==> src/placeholder_unused.sv <==
// Intentionally empty companion file; holds no logic.
`timescale 1ns/1ns
`default_nettype none
`default_nettype wire

==> src/fepd_pkg.sv <==
// Package for the erase and power-down command block of the serial flash.
// Assumes one system clock of 10 MHz; the SPI pins are asynchronous to it.
`default_nettype none

package fepd_pkg;

  // Opcodes
  localparam logic [7:0] OP_WRITE_ENABLE = 8'h06;
  localparam logic [7:0] OP_BLOCK_ERASE = 8'hd8;
  localparam logic [7:0] OP_CHIP_ERASE_A = 8'hc7;
  localparam logic [7:0] OP_CHIP_ERASE_B = 8'h60;
  localparam logic [7:0] OP_DEEP_SLEEP = 8'hb9;
  localparam logic [7:0] OP_WAKE_ID = 8'hab;
  localparam logic [7:0] OP_SOFT_RESET = 8'h99;

  // Device ID; the value is arbitrary
  localparam logic [7:0] DEVICE_ID = 8'h5a;

  // Frame lengths in serial clocks, bit counter limit, block count and block address LSB
  localparam logic [5:0] OPCODE_BITS = 6'h08;
  localparam logic [5:0] ADDR_FRAME_BITS = 6'h20;
  localparam logic [5:0] BIT_COUNT_MAX = 6'h3f;
  localparam logic [6:0] BLOCK_COUNT = 7'h40;
  localparam int BLOCK_ADDR_LSB = 16;

  // Timing
  localparam int CLK_PERIOD_NS = 100;
  localparam int T_SLEEP_NS = 3000;
  localparam int T_RES1_NS = 3000;
  localparam int T_RES2_NS = 1800;
  localparam int T_BE_US = 1000;
  localparam int T_CE_US = 4000;
  localparam int SLEEP_CYC = (T_SLEEP_NS + CLK_PERIOD_NS - 1) / CLK_PERIOD_NS;
  localparam int RES1_CYC = (T_RES1_NS / CLK_PERIOD_NS < 1) ? 1 : T_RES1_NS / CLK_PERIOD_NS;
  localparam int RES2_CYC = (T_RES2_NS / CLK_PERIOD_NS < 1) ? 1 : T_RES2_NS / CLK_PERIOD_NS;
  localparam int BE_CYC_DEF = T_BE_US * 1000 / CLK_PERIOD_NS;
  localparam int CE_CYC_DEF = T_CE_US * 1000 / CLK_PERIOD_NS;

  typedef enum logic [2:0] {
    FEPD_IDLE = 3'h0,
    FEPD_SLEEP_ENTRY = 3'h1,
    FEPD_SLEEP = 3'h3,
    FEPD_WAKE = 3'h2,
    FEPD_ERASE = 3'h4
  } fepd_mode_t;

  typedef struct packed {
    logic protect_complement;
    logic small_granule_lock;
    logic top_bottom_select;
    logic protect_level_bit2;
    logic protect_level_bit1;
    logic protect_level_bit0;
    logic boot_lock;
  } fepd_protect_t;

  typedef struct packed {
    logic req;
    logic chip;
    logic [5:0] block;
  } fepd_erase_t;

  typedef struct packed {
    logic cs_m, cs_s, cs_p;
    logic sck_m, sck_s, sck_p;
    logic si_m, si_s;
    logic [5:0] cnt;
    logic [2:0] idx;
    logic [31:0] shift;
    logic [7:0] op;
    fepd_mode_t mode;
    logic [31:0] timer;
    logic write_enable_latch;
    logic write_in_progress;
    logic sleep;
    logic standby;
    logic so;
    logic so_oe;
    fepd_erase_t erase;
  } fepd_state_t;

  localparam fepd_state_t STATE_RESET = '{
    cs_m: 1'b1, cs_s: 1'b1, cs_p: 1'b1, sck_m: 1'b0, sck_s: 1'b0, sck_p: 1'b0,
    si_m: 1'b0, si_s: 1'b0, cnt: 6'h00, idx: 3'h0, shift: 32'h0000_0000, op: 8'h00,
    mode: FEPD_IDLE, timer: 32'h0000_0000, write_enable_latch: 1'b0,
    write_in_progress: 1'b0, sleep: 1'b0, standby: 1'b1, so: 1'b0, so_oe: 1'b0,
    erase: '{req: 1'b0, chip: 1'b0, block: 6'h00}};

endpackage

`default_nettype wire

==> src/fepd_core.sv <==
// Erase, deep-sleep and wake/ID command handling of a serial flash.
// Assumes SPI pins asynchronous to i_clk, sampled at least 4x per SCK phase;
// the array itself sits outside and erases on o_erase.req.
//
// Contract
// - Block erase sets the addressed block to ones
// - Erase needs write enable latch set first
// - Block erase only if select rises after 32
// - Erase runs self-timed; busy flag; latch cleared
// - Protected block is never erased
// - Chip erase opcodes set whole array ones
// - Chip erase only if select rises after 8
// - Chip erase self-timed; busy flag; latch cleared
// - Chip erase ignored if any block protected
// - Deep sleep only via its opcode; blocks writes
// - Deselect gives standby only when not busy
// - In sleep only wake or reset obeyed
// - Power-up always lands in standby
// - Sleep command framed at 8; entry delayed
// - Sleep command rejected during busy cycles
// - Wake-only frame resumes after first delay
// - ID read repeats device ID MSB first
// - Wake from sleep after ID uses second delay
// - ID returned whether asleep or not
// - Wake/ID not decoded during busy cycles
// - Protection uses all protect bits and boot lock
`timescale 1ns/1ns
`default_nettype none

module fepd_core import fepd_pkg::*; #(
  parameter int unsigned P_BE_CYC = BE_CYC_DEF,
  parameter int unsigned P_CE_CYC = CE_CYC_DEF
) (
  input wire logic i_clk,
  input wire logic i_rst,
  input wire logic i_spi_cs_n,
  input wire logic i_spi_sck,
  input wire logic i_spi_serial_input,
  input wire fepd_protect_t i_protect,
  output logic o_spi_so,
  output logic o_spi_so_oe,
  output logic o_write_in_progress,
  output logic o_write_enable_latch,
  output logic o_deep_sleep,
  output logic o_standby,
  output fepd_erase_t o_erase
);

  ////////////////////////////////////////////////////////////////////////////
  // Protection evaluation

  // Count of blocks covered by the level bits, before complement
  function automatic logic [6:0] fepd_span(input fepd_protect_t p);
    logic [2:0] lvl;
    logic [6:0] n;
    lvl = {p.protect_level_bit2, p.protect_level_bit1, p.protect_level_bit0};
    n = 7'h00;
    if (lvl == 3'h0) begin
      n = 7'h00;
    end else if (p.small_granule_lock) begin
      n = 7'h01; // Sector-grain area lies inside the edge block
    end else if (lvl == 3'h7) begin
      n = BLOCK_COUNT;
    end else begin
      n = 7'(7'h01 << (lvl - 3'h1));
    end
    return n;
  endfunction

  // One block protected or not
  function automatic logic fepd_blk_prot(input fepd_protect_t p, input logic [5:0] blk);
    logic [6:0] n;
    logic in_rng;
    n = fepd_span(p);
    if (p.top_bottom_select) begin
      in_rng = ({1'b0, blk} < n);
    end else begin
      in_rng = ({1'b0, blk} >= 7'(BLOCK_COUNT - n));
    end
    return (in_rng ^ p.protect_complement) | (p.boot_lock & (blk == 6'h00));
  endfunction

  // Any block protected; complement of a full span leaves none
  function automatic logic fepd_any_prot(input fepd_protect_t p);
    logic [6:0] n;
    n = fepd_span(p);
    return p.boot_lock | (p.protect_complement ? (n != BLOCK_COUNT) : (n != 7'h00));
  endfunction

  ////////////////////////////////////////////////////////////////////////////
  // State

  fepd_state_t q;
  fepd_state_t d;
  logic cs_fall, cs_rise, sck_rise, sck_fall, id_phase, busy;

  // Edges are taken only from the second and third sync stages
  assign cs_fall = q.cs_p & ~q.cs_s;
  assign cs_rise = ~q.cs_p & q.cs_s;
  assign sck_rise = ~q.sck_p & q.sck_s & ~q.cs_s;
  assign sck_fall = q.sck_p & ~q.sck_s & ~q.cs_s;
  assign busy = (q.mode == FEPD_ERASE);
  assign id_phase = ~q.cs_s & (q.op == OP_WAKE_ID) & (q.cnt >= ADDR_FRAME_BITS) & ~busy;

  ////////////////////////////////////////////////////////////////////////////
  // Next-state logic

  always_comb begin
    d = q;
    d.erase.req = 1'b0;
    // Two-flop synchronisers plus an edge-detect stage for select and clock
    d.cs_m = i_spi_cs_n;
    d.cs_s = q.cs_m;
    d.cs_p = q.cs_s;
    d.sck_m = i_spi_sck;
    d.sck_s = q.sck_m;
    d.sck_p = q.sck_s;
    d.si_m = i_spi_serial_input;
    d.si_s = q.si_m;

    // Frame start clears the bit counters and the opcode
    if (cs_fall) begin
      d.cnt = 6'h00;
      d.idx = 3'h0;
      d.op = 8'h00;
    end

    // Rising SCK shifts in; counter saturates so overlong frames never wrap to an exact length
    if (sck_rise) begin
      d.shift = {q.shift[30:0], q.si_s};
      d.idx = q.idx + 3'h1;
      if (q.cnt != BIT_COUNT_MAX) begin
        d.cnt = q.cnt + 6'h01;
      end
      if (q.cnt == OPCODE_BITS - 6'h01) begin
        d.op = {q.shift[6:0], q.si_s};
      end
    end

    // Falling SCK drives the ID, wrapping every eight bits
    if (sck_fall && id_phase) begin
      d.so = DEVICE_ID[3'h7 - q.idx];
      d.so_oe = 1'b1;
    end

    // Self-timed sequencing
    case (q.mode)
      FEPD_IDLE: begin
        d.timer = 32'h0000_0000;
      end
      FEPD_ERASE: begin
        if (q.timer == 32'h0000_0000) begin
          d.mode = FEPD_IDLE;
          d.write_in_progress = 1'b0;
        end else begin
          d.timer = q.timer - 32'h0000_0001;
        end
      end
      FEPD_SLEEP_ENTRY: begin
        if (q.timer == 32'h0000_0000) begin
          d.mode = FEPD_SLEEP;
        end else begin
          d.timer = q.timer - 32'h0000_0001;
        end
      end
      FEPD_SLEEP: begin
        d.timer = 32'h0000_0000;
      end
      FEPD_WAKE: begin
        if (q.timer == 32'h0000_0000) begin
          d.mode = FEPD_IDLE;
        end else begin
          d.timer = q.timer - 32'h0000_0001;
        end
      end
      default: begin
        d.mode = FEPD_IDLE;
      end
    endcase

    // Decode on deselect; only exact frame lengths count, except wake/ID in sleep, which takes 32 bits or more
    if (cs_rise) begin
      d.so_oe = 1'b0;
      if (q.mode == FEPD_IDLE) begin
        if (q.op == OP_WRITE_ENABLE && q.cnt == OPCODE_BITS) begin
          d.write_enable_latch = 1'b1;
        end else if (q.op == OP_BLOCK_ERASE && q.cnt == ADDR_FRAME_BITS && q.write_enable_latch
                     && !fepd_blk_prot(i_protect, q.shift[BLOCK_ADDR_LSB +: 6])) begin
          d.mode = FEPD_ERASE;
          d.timer = 32'(P_BE_CYC) - 32'h0000_0001;
          d.write_in_progress = 1'b1;
          d.write_enable_latch = 1'b0;
          d.erase = '{req: 1'b1, chip: 1'b0, block: q.shift[BLOCK_ADDR_LSB +: 6]};
        end else if ((q.op == OP_CHIP_ERASE_A || q.op == OP_CHIP_ERASE_B) && q.cnt == OPCODE_BITS
                     && q.write_enable_latch && !fepd_any_prot(i_protect)) begin
          d.mode = FEPD_ERASE;
          d.timer = 32'(P_CE_CYC) - 32'h0000_0001;
          d.write_in_progress = 1'b1;
          d.write_enable_latch = 1'b0;
          d.erase = '{req: 1'b1, chip: 1'b1, block: 6'h00};
        end else if (q.op == OP_DEEP_SLEEP && q.cnt == OPCODE_BITS) begin
          d.mode = FEPD_SLEEP_ENTRY;
          d.timer = 32'(SLEEP_CYC) - 32'h0000_0001;
        end
      end else if (q.mode == FEPD_SLEEP) begin
        // Everything else is dropped, writes included
        if (q.op == OP_WAKE_ID && q.cnt == OPCODE_BITS) begin
          d.mode = FEPD_WAKE;
          d.timer = 32'(RES1_CYC) - 32'h0000_0001;
        end else if (q.op == OP_WAKE_ID && q.cnt >= ADDR_FRAME_BITS) begin
          d.mode = FEPD_WAKE;
          d.timer = 32'(RES2_CYC) - 32'h0000_0001;
        end else if (q.op == OP_SOFT_RESET && q.cnt == OPCODE_BITS) begin
          d.mode = FEPD_IDLE;
        end
      end
      // Busy cycles ignore sleep and wake/ID; the erase runs on untouched
    end

    // Registered status views
    d.sleep = (d.mode == FEPD_SLEEP);
    d.standby = q.cs_s & (d.mode == FEPD_IDLE);
  end

  ////////////////////////////////////////////////////////////////////////////
  // State register; reset stands for power-up, which always ends in standby

  always_ff @(posedge i_clk) begin
    if (i_rst) begin
      q <= STATE_RESET;
    end else begin
      q <= d;
    end
  end

  assign o_spi_so = q.so;
  assign o_spi_so_oe = q.so_oe;
  assign o_write_in_progress = q.write_in_progress;
  assign o_write_enable_latch = q.write_enable_latch;
  assign o_deep_sleep = q.sleep;
  assign o_standby = q.standby;
  assign o_erase = q.erase;
endmodule // fepd_core

`default_nettype wire

==> config.mk <==
export PLATFORM = sky130hd
export DESIGN_NAME = fepd_core
export DESIGN_NICKNAME = d
export VERILOG_FILES = /design/src/placeholder_unused.sv /design/src/fepd_pkg.sv /design/src/fepd_core.sv
export SDC_FILE = /design/constraint.sdc
export NUM_CORES = 1
export LEC_CHECK = 0
export ABC_AREA = 1
export ABC_CLOCK_PERIOD_IN_PS = 7100
export BUFFER_PORTS_ARGS = -buffer_cell sky130_fd_sc_hd__buf_4
export CORE_UTILIZATION = 57
export CTS_BUF_LIST = sky130_fd_sc_hd__clkbuf_8
export DETAILED_ROUTE_END_ITERATION = 10
export HOLD_SLACK_MARGIN = 0.12
export PLACE_DENSITY = 0.83
export REMOVE_ABC_BUFFERS = 1
export SETUP_SLACK_MARGIN = 0.02
export SLEW_MARGIN = 20
export SYNTH_ARGS = -nofsm -noshare
export SYNTH_HDL_FRONTEND = slang
export SYNTH_SLANG_ARGS = --single-unit
==> constraint.sdc <==
create_clock -name i_clk -period 7.1 [get_ports i_clk]
set_clock_uncertainty 0.1 [all_clocks]
set_input_delay 0.71 -clock i_clk [delete_from_list [all_inputs] [get_ports i_clk]]
set_output_delay 0.71 -clock i_clk [all_outputs]
set_load 0.1 [all_outputs]
---- Word level (Yosys, flattened, before mapping) ----
Memory sizes are Yosys's and may differ from the RTL's. A register that Yosys moved wholly into a read port is not among the register bits.
Index checks and enable logic that the tools add are counted.
operators by class
  add/subtract/negate cells ............... 6
  $mul .................................... 0
  divide/modulo/power cells ............... 0
  magnitude comparators ................... 3
  eq/ne operators ......................... 18
  shift-type cells ........................ 1
  muxes and demuxes ....................... 44
  bitwise operators ....................... 22
  reductions and logical operators ........ 31
operator list
  cell                                                  number
  two-way mux 35 bit                                    6
  two-way mux 37 bit                                    2
  two-way mux 7 bit                                     10
  two-way mux 32 bit                                    2
  case mux 32 bit (2 select lines)                      1
  two-way mux 49 bit                                    1
  equality test 8 bit (second input constant)           5
  zero test 32 bit                                      1
  two-way mux 8 bit                                     4
  subtractor 32 x 1 -> 32 bit (second input constant)   1
  logical AND 1 bit                                     12
  two-way mux 3 bit                                     4
  bitwise AND 1 bit                                     11
  equality test 3 x 2 -> 1 bit (second input constant)  3
  zero test 3 bit                                       3
  two-way mux 1 bit                                     9
  two-way mux 9 bit                                     1
  case mux 3 bit (3 select lines)                       1
  equality test 8 x 3 -> 1 bit (second input constant)  1
  equality test 8 x 7 -> 1 bit (second input constant)  1
  NOT 1 bit                                             8
  greater-or-equal comparator 6 x 7 -> 1 bit            1
  < comparator 6 x 7 -> 1 bit                           1
  != test 7 bit (second input constant)                 1
  other kinds (28)                                      35
storage, ports and cells
  register bits after elaboration ......... 105
  latch bits .............................. 0
  RAM bits ................................ 0
  memory bits (read-only) ................. 8
  input port bits ......................... 12
  logic and storage cells ................. 148
  memories kept ........................... 1
memories
  memory           words  bits a word  rd ports  clocked after memory_dff  wr ports  RTL line          source
  (no name shown)  8      1            1         1                         0         fepd_core.sv:142  d.so = DEVICE_ID[3'h7 - q.idx];

---- Longest topological paths before layout ----
  depth in word-level cells ............... 34
  gate-level depth with buffers ........... 25
  gate-level depth less buffers ........... 25

---- Worst setup path before layout ----
Ideal clock, no wire load.
  path type ............................... in2reg
  start ................................... input port i_protect[3] in the netlist's numbering
  end ..................................... register q (netlist bit o_erase[4])
  setup time .............................. 0.117 ns
  arrival time ............................ 2.751 ns
  required time ........................... 6.883 ns
  path slack .............................. 4.132 ns
  stages on the path ...................... 24
  cells stage by stage .................... inv_1 > nor2_1 > inv_1 > nand3_1 > ha_1 > xnor2_1 > ha_1 > nand2_1 > nor2_1 > nand2_1 > nand3_1 > nand2_1 > nand2_1 > nand2_1 > nand2_1 > nand2_1 > nand2_1 > nand2_1 > nand2_1 > nand3_2 > nand2_2 > nand2_1 > nand3_1 > o21ai_1
on the way
  longest elaborated chain between the ends .. 20
  elaborated cells between the ends (all ways) .. 34
  those cells by class .................... 2 x add/sub; 2 x order compare; 2 x eq/ne; 1 x shift; 16 x mux; 3 x bitwise; 8 x reduce/logical
RTL lines
  what                                  RTL line          source
  start, declared                       fepd_core.sv:39   input wire fepd_protect_t i_protect,
  subtractor 3 x 1 -> 3 bit             fepd_core.sv:65   n = 7'(7'h01 << (lvl - 3'h1));
  left shift 1 x 3 -> 7 bit             fepd_core.sv:65
  two-way mux 7 bit                     fepd_core.sv:62   end else if (lvl == 3'h7) begin
  two-way mux 7 bit                     fepd_core.sv:60   end else if (p.small_granule_lock) begin
  two-way mux 7 bit (*)                 fepd_core.sv:58   if (lvl == 3'h0) begin
  two-way mux 7 bit                     fepd_core.sv:185  if (q.op == OP_WRITE_ENABLE && q.cnt == OPCODE_BITS) begin
  two-way mux 7 bit                     fepd_core.sv:184  if (q.mode == FEPD_IDLE) begin
  two-way mux 7 bit                     fepd_core.sv:182  if (cs_rise) begin
  [4 not listed]                        n/a
  two-way mux 1 bit                     fepd_core.sv:184
  two-way mux 1 bit                     fepd_core.sv:182
  XOR 1 bit                             fepd_core.sv:80   return (in_rng ^ p.protect_complement) | (p.boot_lock & (blk == 6'h00));
  OR 1 bit                              fepd_core.sv:80
  zero test 1 bit                       fepd_core.sv:188  && !fepd_blk_prot(i_protect, q.shift[BLOCK_ADDR_LSB +: 6])) begin
  logical AND 1 bit                     fepd_core.sv:188
  nonzero test 2 bit (no source line)   n/a
  AND reduction 4 bit (no source line)  n/a
  end signal, assigned                  fepd_core.sv:230  q <= STATE_RESET;
  end signal, assigned                  fepd_core.sv:232  q <= d;
  end, declared                         fepd_core.sv:93   fepd_state_t q;
Every way passes the cells marked *; elsewhere a longest branch is shown, timed or not. The select of a mux whose other input is x is not followed.
A chain may end at the register's enable or synchronous reset.

---- Worst setup path after layout ----
Ends and elaborated chain as after synthesis.

==> impl_metrics.json <==
{
  "ys_seq_area_frac": 0.368,
  "critPathSlowestCell": "sky130_fd_sc_hd__ha_1",
  "cts_tree": "done",
  "worst_ep_arrival_time_ns": 3.24,
  "synthTopCellsByArea": "sky130_fd_sc_hd__dfxtp_1, sky130_fd_sc_hd__nor2_1, sky130_fd_sc_hd__nand2_1",
  "largest_net_degree_at_the_start_of_global_routing": 42,
  "worst_slew_pin_slew_ns": 1.02,
  "synthesis.yosys.warnings": 0,
  "first_global_vias": 4680,
  "setup.reg_to_reg.worst_slack_ns": 4.74,
  "cts_repair_resize_count": 0,
  "drt-pass1-iter-count": 8,
  "clk_pin_slew_worst_paths_ns": 0.09,
  "stdcell_count": 874,
  "status": "finished with violations",
  "final_min_period_ns": 3.09,
  "mappedNetlistArea_sq_um": 5230,
  "layout-drive-gt1-share": 0.116,
  "syn-instance-count": 748,
  "fin_ws_ns": 4.01,
  "insertion_delay_of_the_later_clocked_pin_in_the_worst_skew_pair_ns": 0.37,
  "grt_pass1_wl_um": 20100,
  "antenna_found_initial": 0,
  "syn_area_cell_sq_um": 6.99,
  "postRouteAntennaNets": 0,
  "dp_hpwl_um": 8680,
  "dieArea_sq_um": 9560,
  "synthDominantAreaCellType": "sky130_fd_sc_hd__dfxtp_1",
  "die_y_um": 97.8,
  "antenna_cells_inserted": 0,
  "maxClockFrequency_mhz": 324,
  "cts_buffers": 9,
  "placeableCoreArea_sq_um": 8810,
  "place.gp.congestion": 0.885,
  "rows": 34,
  "finalNetCount": 790,
  "report.final.hold_viol_count": 0,
  "wire_per_inst_um": 13.1,
  "relSlewSlack": 0.317,
  "synth_top_flop_cell": "sky130_fd_sc_hd__dfxtp_1",
  "rsz0062_at_grt": "false",
  "route.final.wire_length_um": 11500,
  "synth_commonest_cells": "sky130_fd_sc_hd__nor2_1, sky130_fd_sc_hd__nand2_1, sky130_fd_sc_hd__inv_1",
  "worst-setup-path-type": "in2reg",
  "fp.dieW_um": 97.8,
  "failed_checks": "design-rule violations",
  "req_time_crit_path_ns": 7.25,
  "cts.sinks": 96,
  "cp_max_fo": 6,
  "drc": 2,
  "drt_iter0_drc": 214,
  "cts_hold_buf": 0,
  "ctsRootBufferMaster": "sky130_fd_sc_hd__clkbuf_8",
  "dp_worst_setup_slack_ns": 3.66,
  "max-cap-violations": 0,
  "worst_setup_path_end_kind": "flop",
  "top_level_ports": 26,
  "worst_setup_path_start_kind": "input port",
  "worst_path_largest_cell_delay_ns": 0.29,
  "grt.overflow.total": 0,
  "hold_path_class": "reg2reg",
  "slew_viol_final": 0,
  "routed-via-count": 4854,
  "grt_util_all_layers": 0.254,
  "viasPerCell": 5.55,
  "yosys.area.top_type_share": 0.368,
  "setup-violations-final": 0,
  "number_of_buffers_added_for_setup_after_cts": 0,
  "synth_edf_count": 0,
  "placed_cells": 858,
  "clk_path_buf_depth": 2,
  "synth_async_sr_flop_share": 0,
  "start_util": 0.594,
  "areaGrowthSynthToFinish_pct": 8.19,
  "ys_seq_elements": 96,
  "fin_tns_setup_ns": 0,
  "synth_unique_cells": 44,
  "cts-htree-levels": 3,
  "final_core_utilization": 0.642,
  "synth_most_common_cell": "sky130_fd_sc_hd__nor2_1",
  "min_period_over_period": 0.435,
  "dominant_cell_type_by_count_on_the_critical_path": "sky130_fd_sc_hd__nand2_1",
  "buffer_ports.inserted": 25
}
## worst paths after layout
kind,cells past startpoint,endpoint,from
setup reg to reg,7,q[94],d[103]
hold reg to reg,2,d[100],d[101]
setup / recovery,25,o_erase[4],i_protect[3]
hold / removal,2,d[100],d[101]
## cell families (layout without fill, tap and decap cells)
| kind of cell | count (synthesis) | in the layout | synth area share |
|---|---|---|---|
| AO/OA/AOI/OAI | 134 | 134 | 0.139 |
| XOR/XNOR | 10 | 10 | 0.0168 |
| adder cells (fa/ha/maj) | 17 | 17 | 0.0407 |
| buffers and inverters | 138 | 156 | 0.107 |
| flip-flops | 96 | 96 | 0.368 |
| AND/OR/NAND/NOR | 353 | 353 | 0.329 |
## layout make-up
type / instances / area, sq um
Clock buffer: 9 / 124
Tap cell: 108 / 135
Clock inverter: 7 / 92.6
Sequential cell: 96 / 1920
Fill cell: 783 / 3150
Multi-Input combinational cell: 514 / 2750
Inverter: 114 / 435
Timing Repair Buffer: 26 / 195
## cell usage in the layout, fill, tap and decap left out, types with 5 or more instances in the layout
cell type,count
sky130_fd_sc_hd__a21oi_1,55
sky130_fd_sc_hd__nand3_1,36
sky130_fd_sc_hd__nand4_1,21
sky130_fd_sc_hd__nand2_2,7
sky130_fd_sc_hd__nor2_1,109
sky130_fd_sc_hd__clkbuf_8,9
sky130_fd_sc_hd__inv_2,7
sky130_fd_sc_hd__buf_4,26
sky130_fd_sc_hd__nor3_1,32
sky130_fd_sc_hd__nor4_1,7
sky130_fd_sc_hd__nand2_1,106
sky130_fd_sc_hd__o21ai_0,53
sky130_fd_sc_hd__o21a_1,5
sky130_fd_sc_hd__nor2_2,7
sky130_fd_sc_hd__ha_1,17
sky130_fd_sc_hd__dfxtp_1,96
sky130_fd_sc_hd__a211oi_1,7
sky130_fd_sc_hd__xnor2_1,6
sky130_fd_sc_hd__inv_1,103
## sequential cells by signal, indices dropped and copies added, names as in the netlist
| register | count |
|---|---|
| q | 77 |
| o_erase | 8 |
| d | 5 |
| o_deep_sleep | 1 |
| o_spi_so | 1 |
| o_spi_so_oe | 1 |
| o_standby | 1 |
| o_write_enable_latch | 1 |
| o_write_in_progress | 1 |
## critical path, delay by kind of cell
family | cells | cell delay, ns
adder cells (fa/ha/maj) | 2 | 0.48
buffers and inverters | 3 | 0.24
XOR/XNOR | 1 | 0.08
AND/OR/NAND/NOR | 18 | 1.63
AO/OA/AOI/OAI | 1 | 0.09
## routing by layer
layer | GRT usage | vias up | routed length, um | share of wire
li1 | - | 2465 | - | -
met1 | 0.310 | 2258 | 5190 | 0.45
met2 | 0.437 | 107 | 5490 | 0.48
met3 | 0.0508 | 24 | 518 | 0.045
met4 | 0.111 | 0 | 259 | 0.023
met5 | 0 | - | 0 | 0
## metrics by stage
| stage | cell area [sq um] | hold slack [ns] |
|---|---|---|
| after global placement | 5440 | 0.296 |
| after detailed placement | 5440 | 0.299 |
| final | 5660 | 0.311 |
| after global routing | 5660 | 0.348 |
| after CTS | 5660 | 0.314 |
| after floorplan | 5100 | 0.288 |
Power is not shown: default switching activity piles up to over one toggle a cycle in this logic, so the estimate is an artifact.
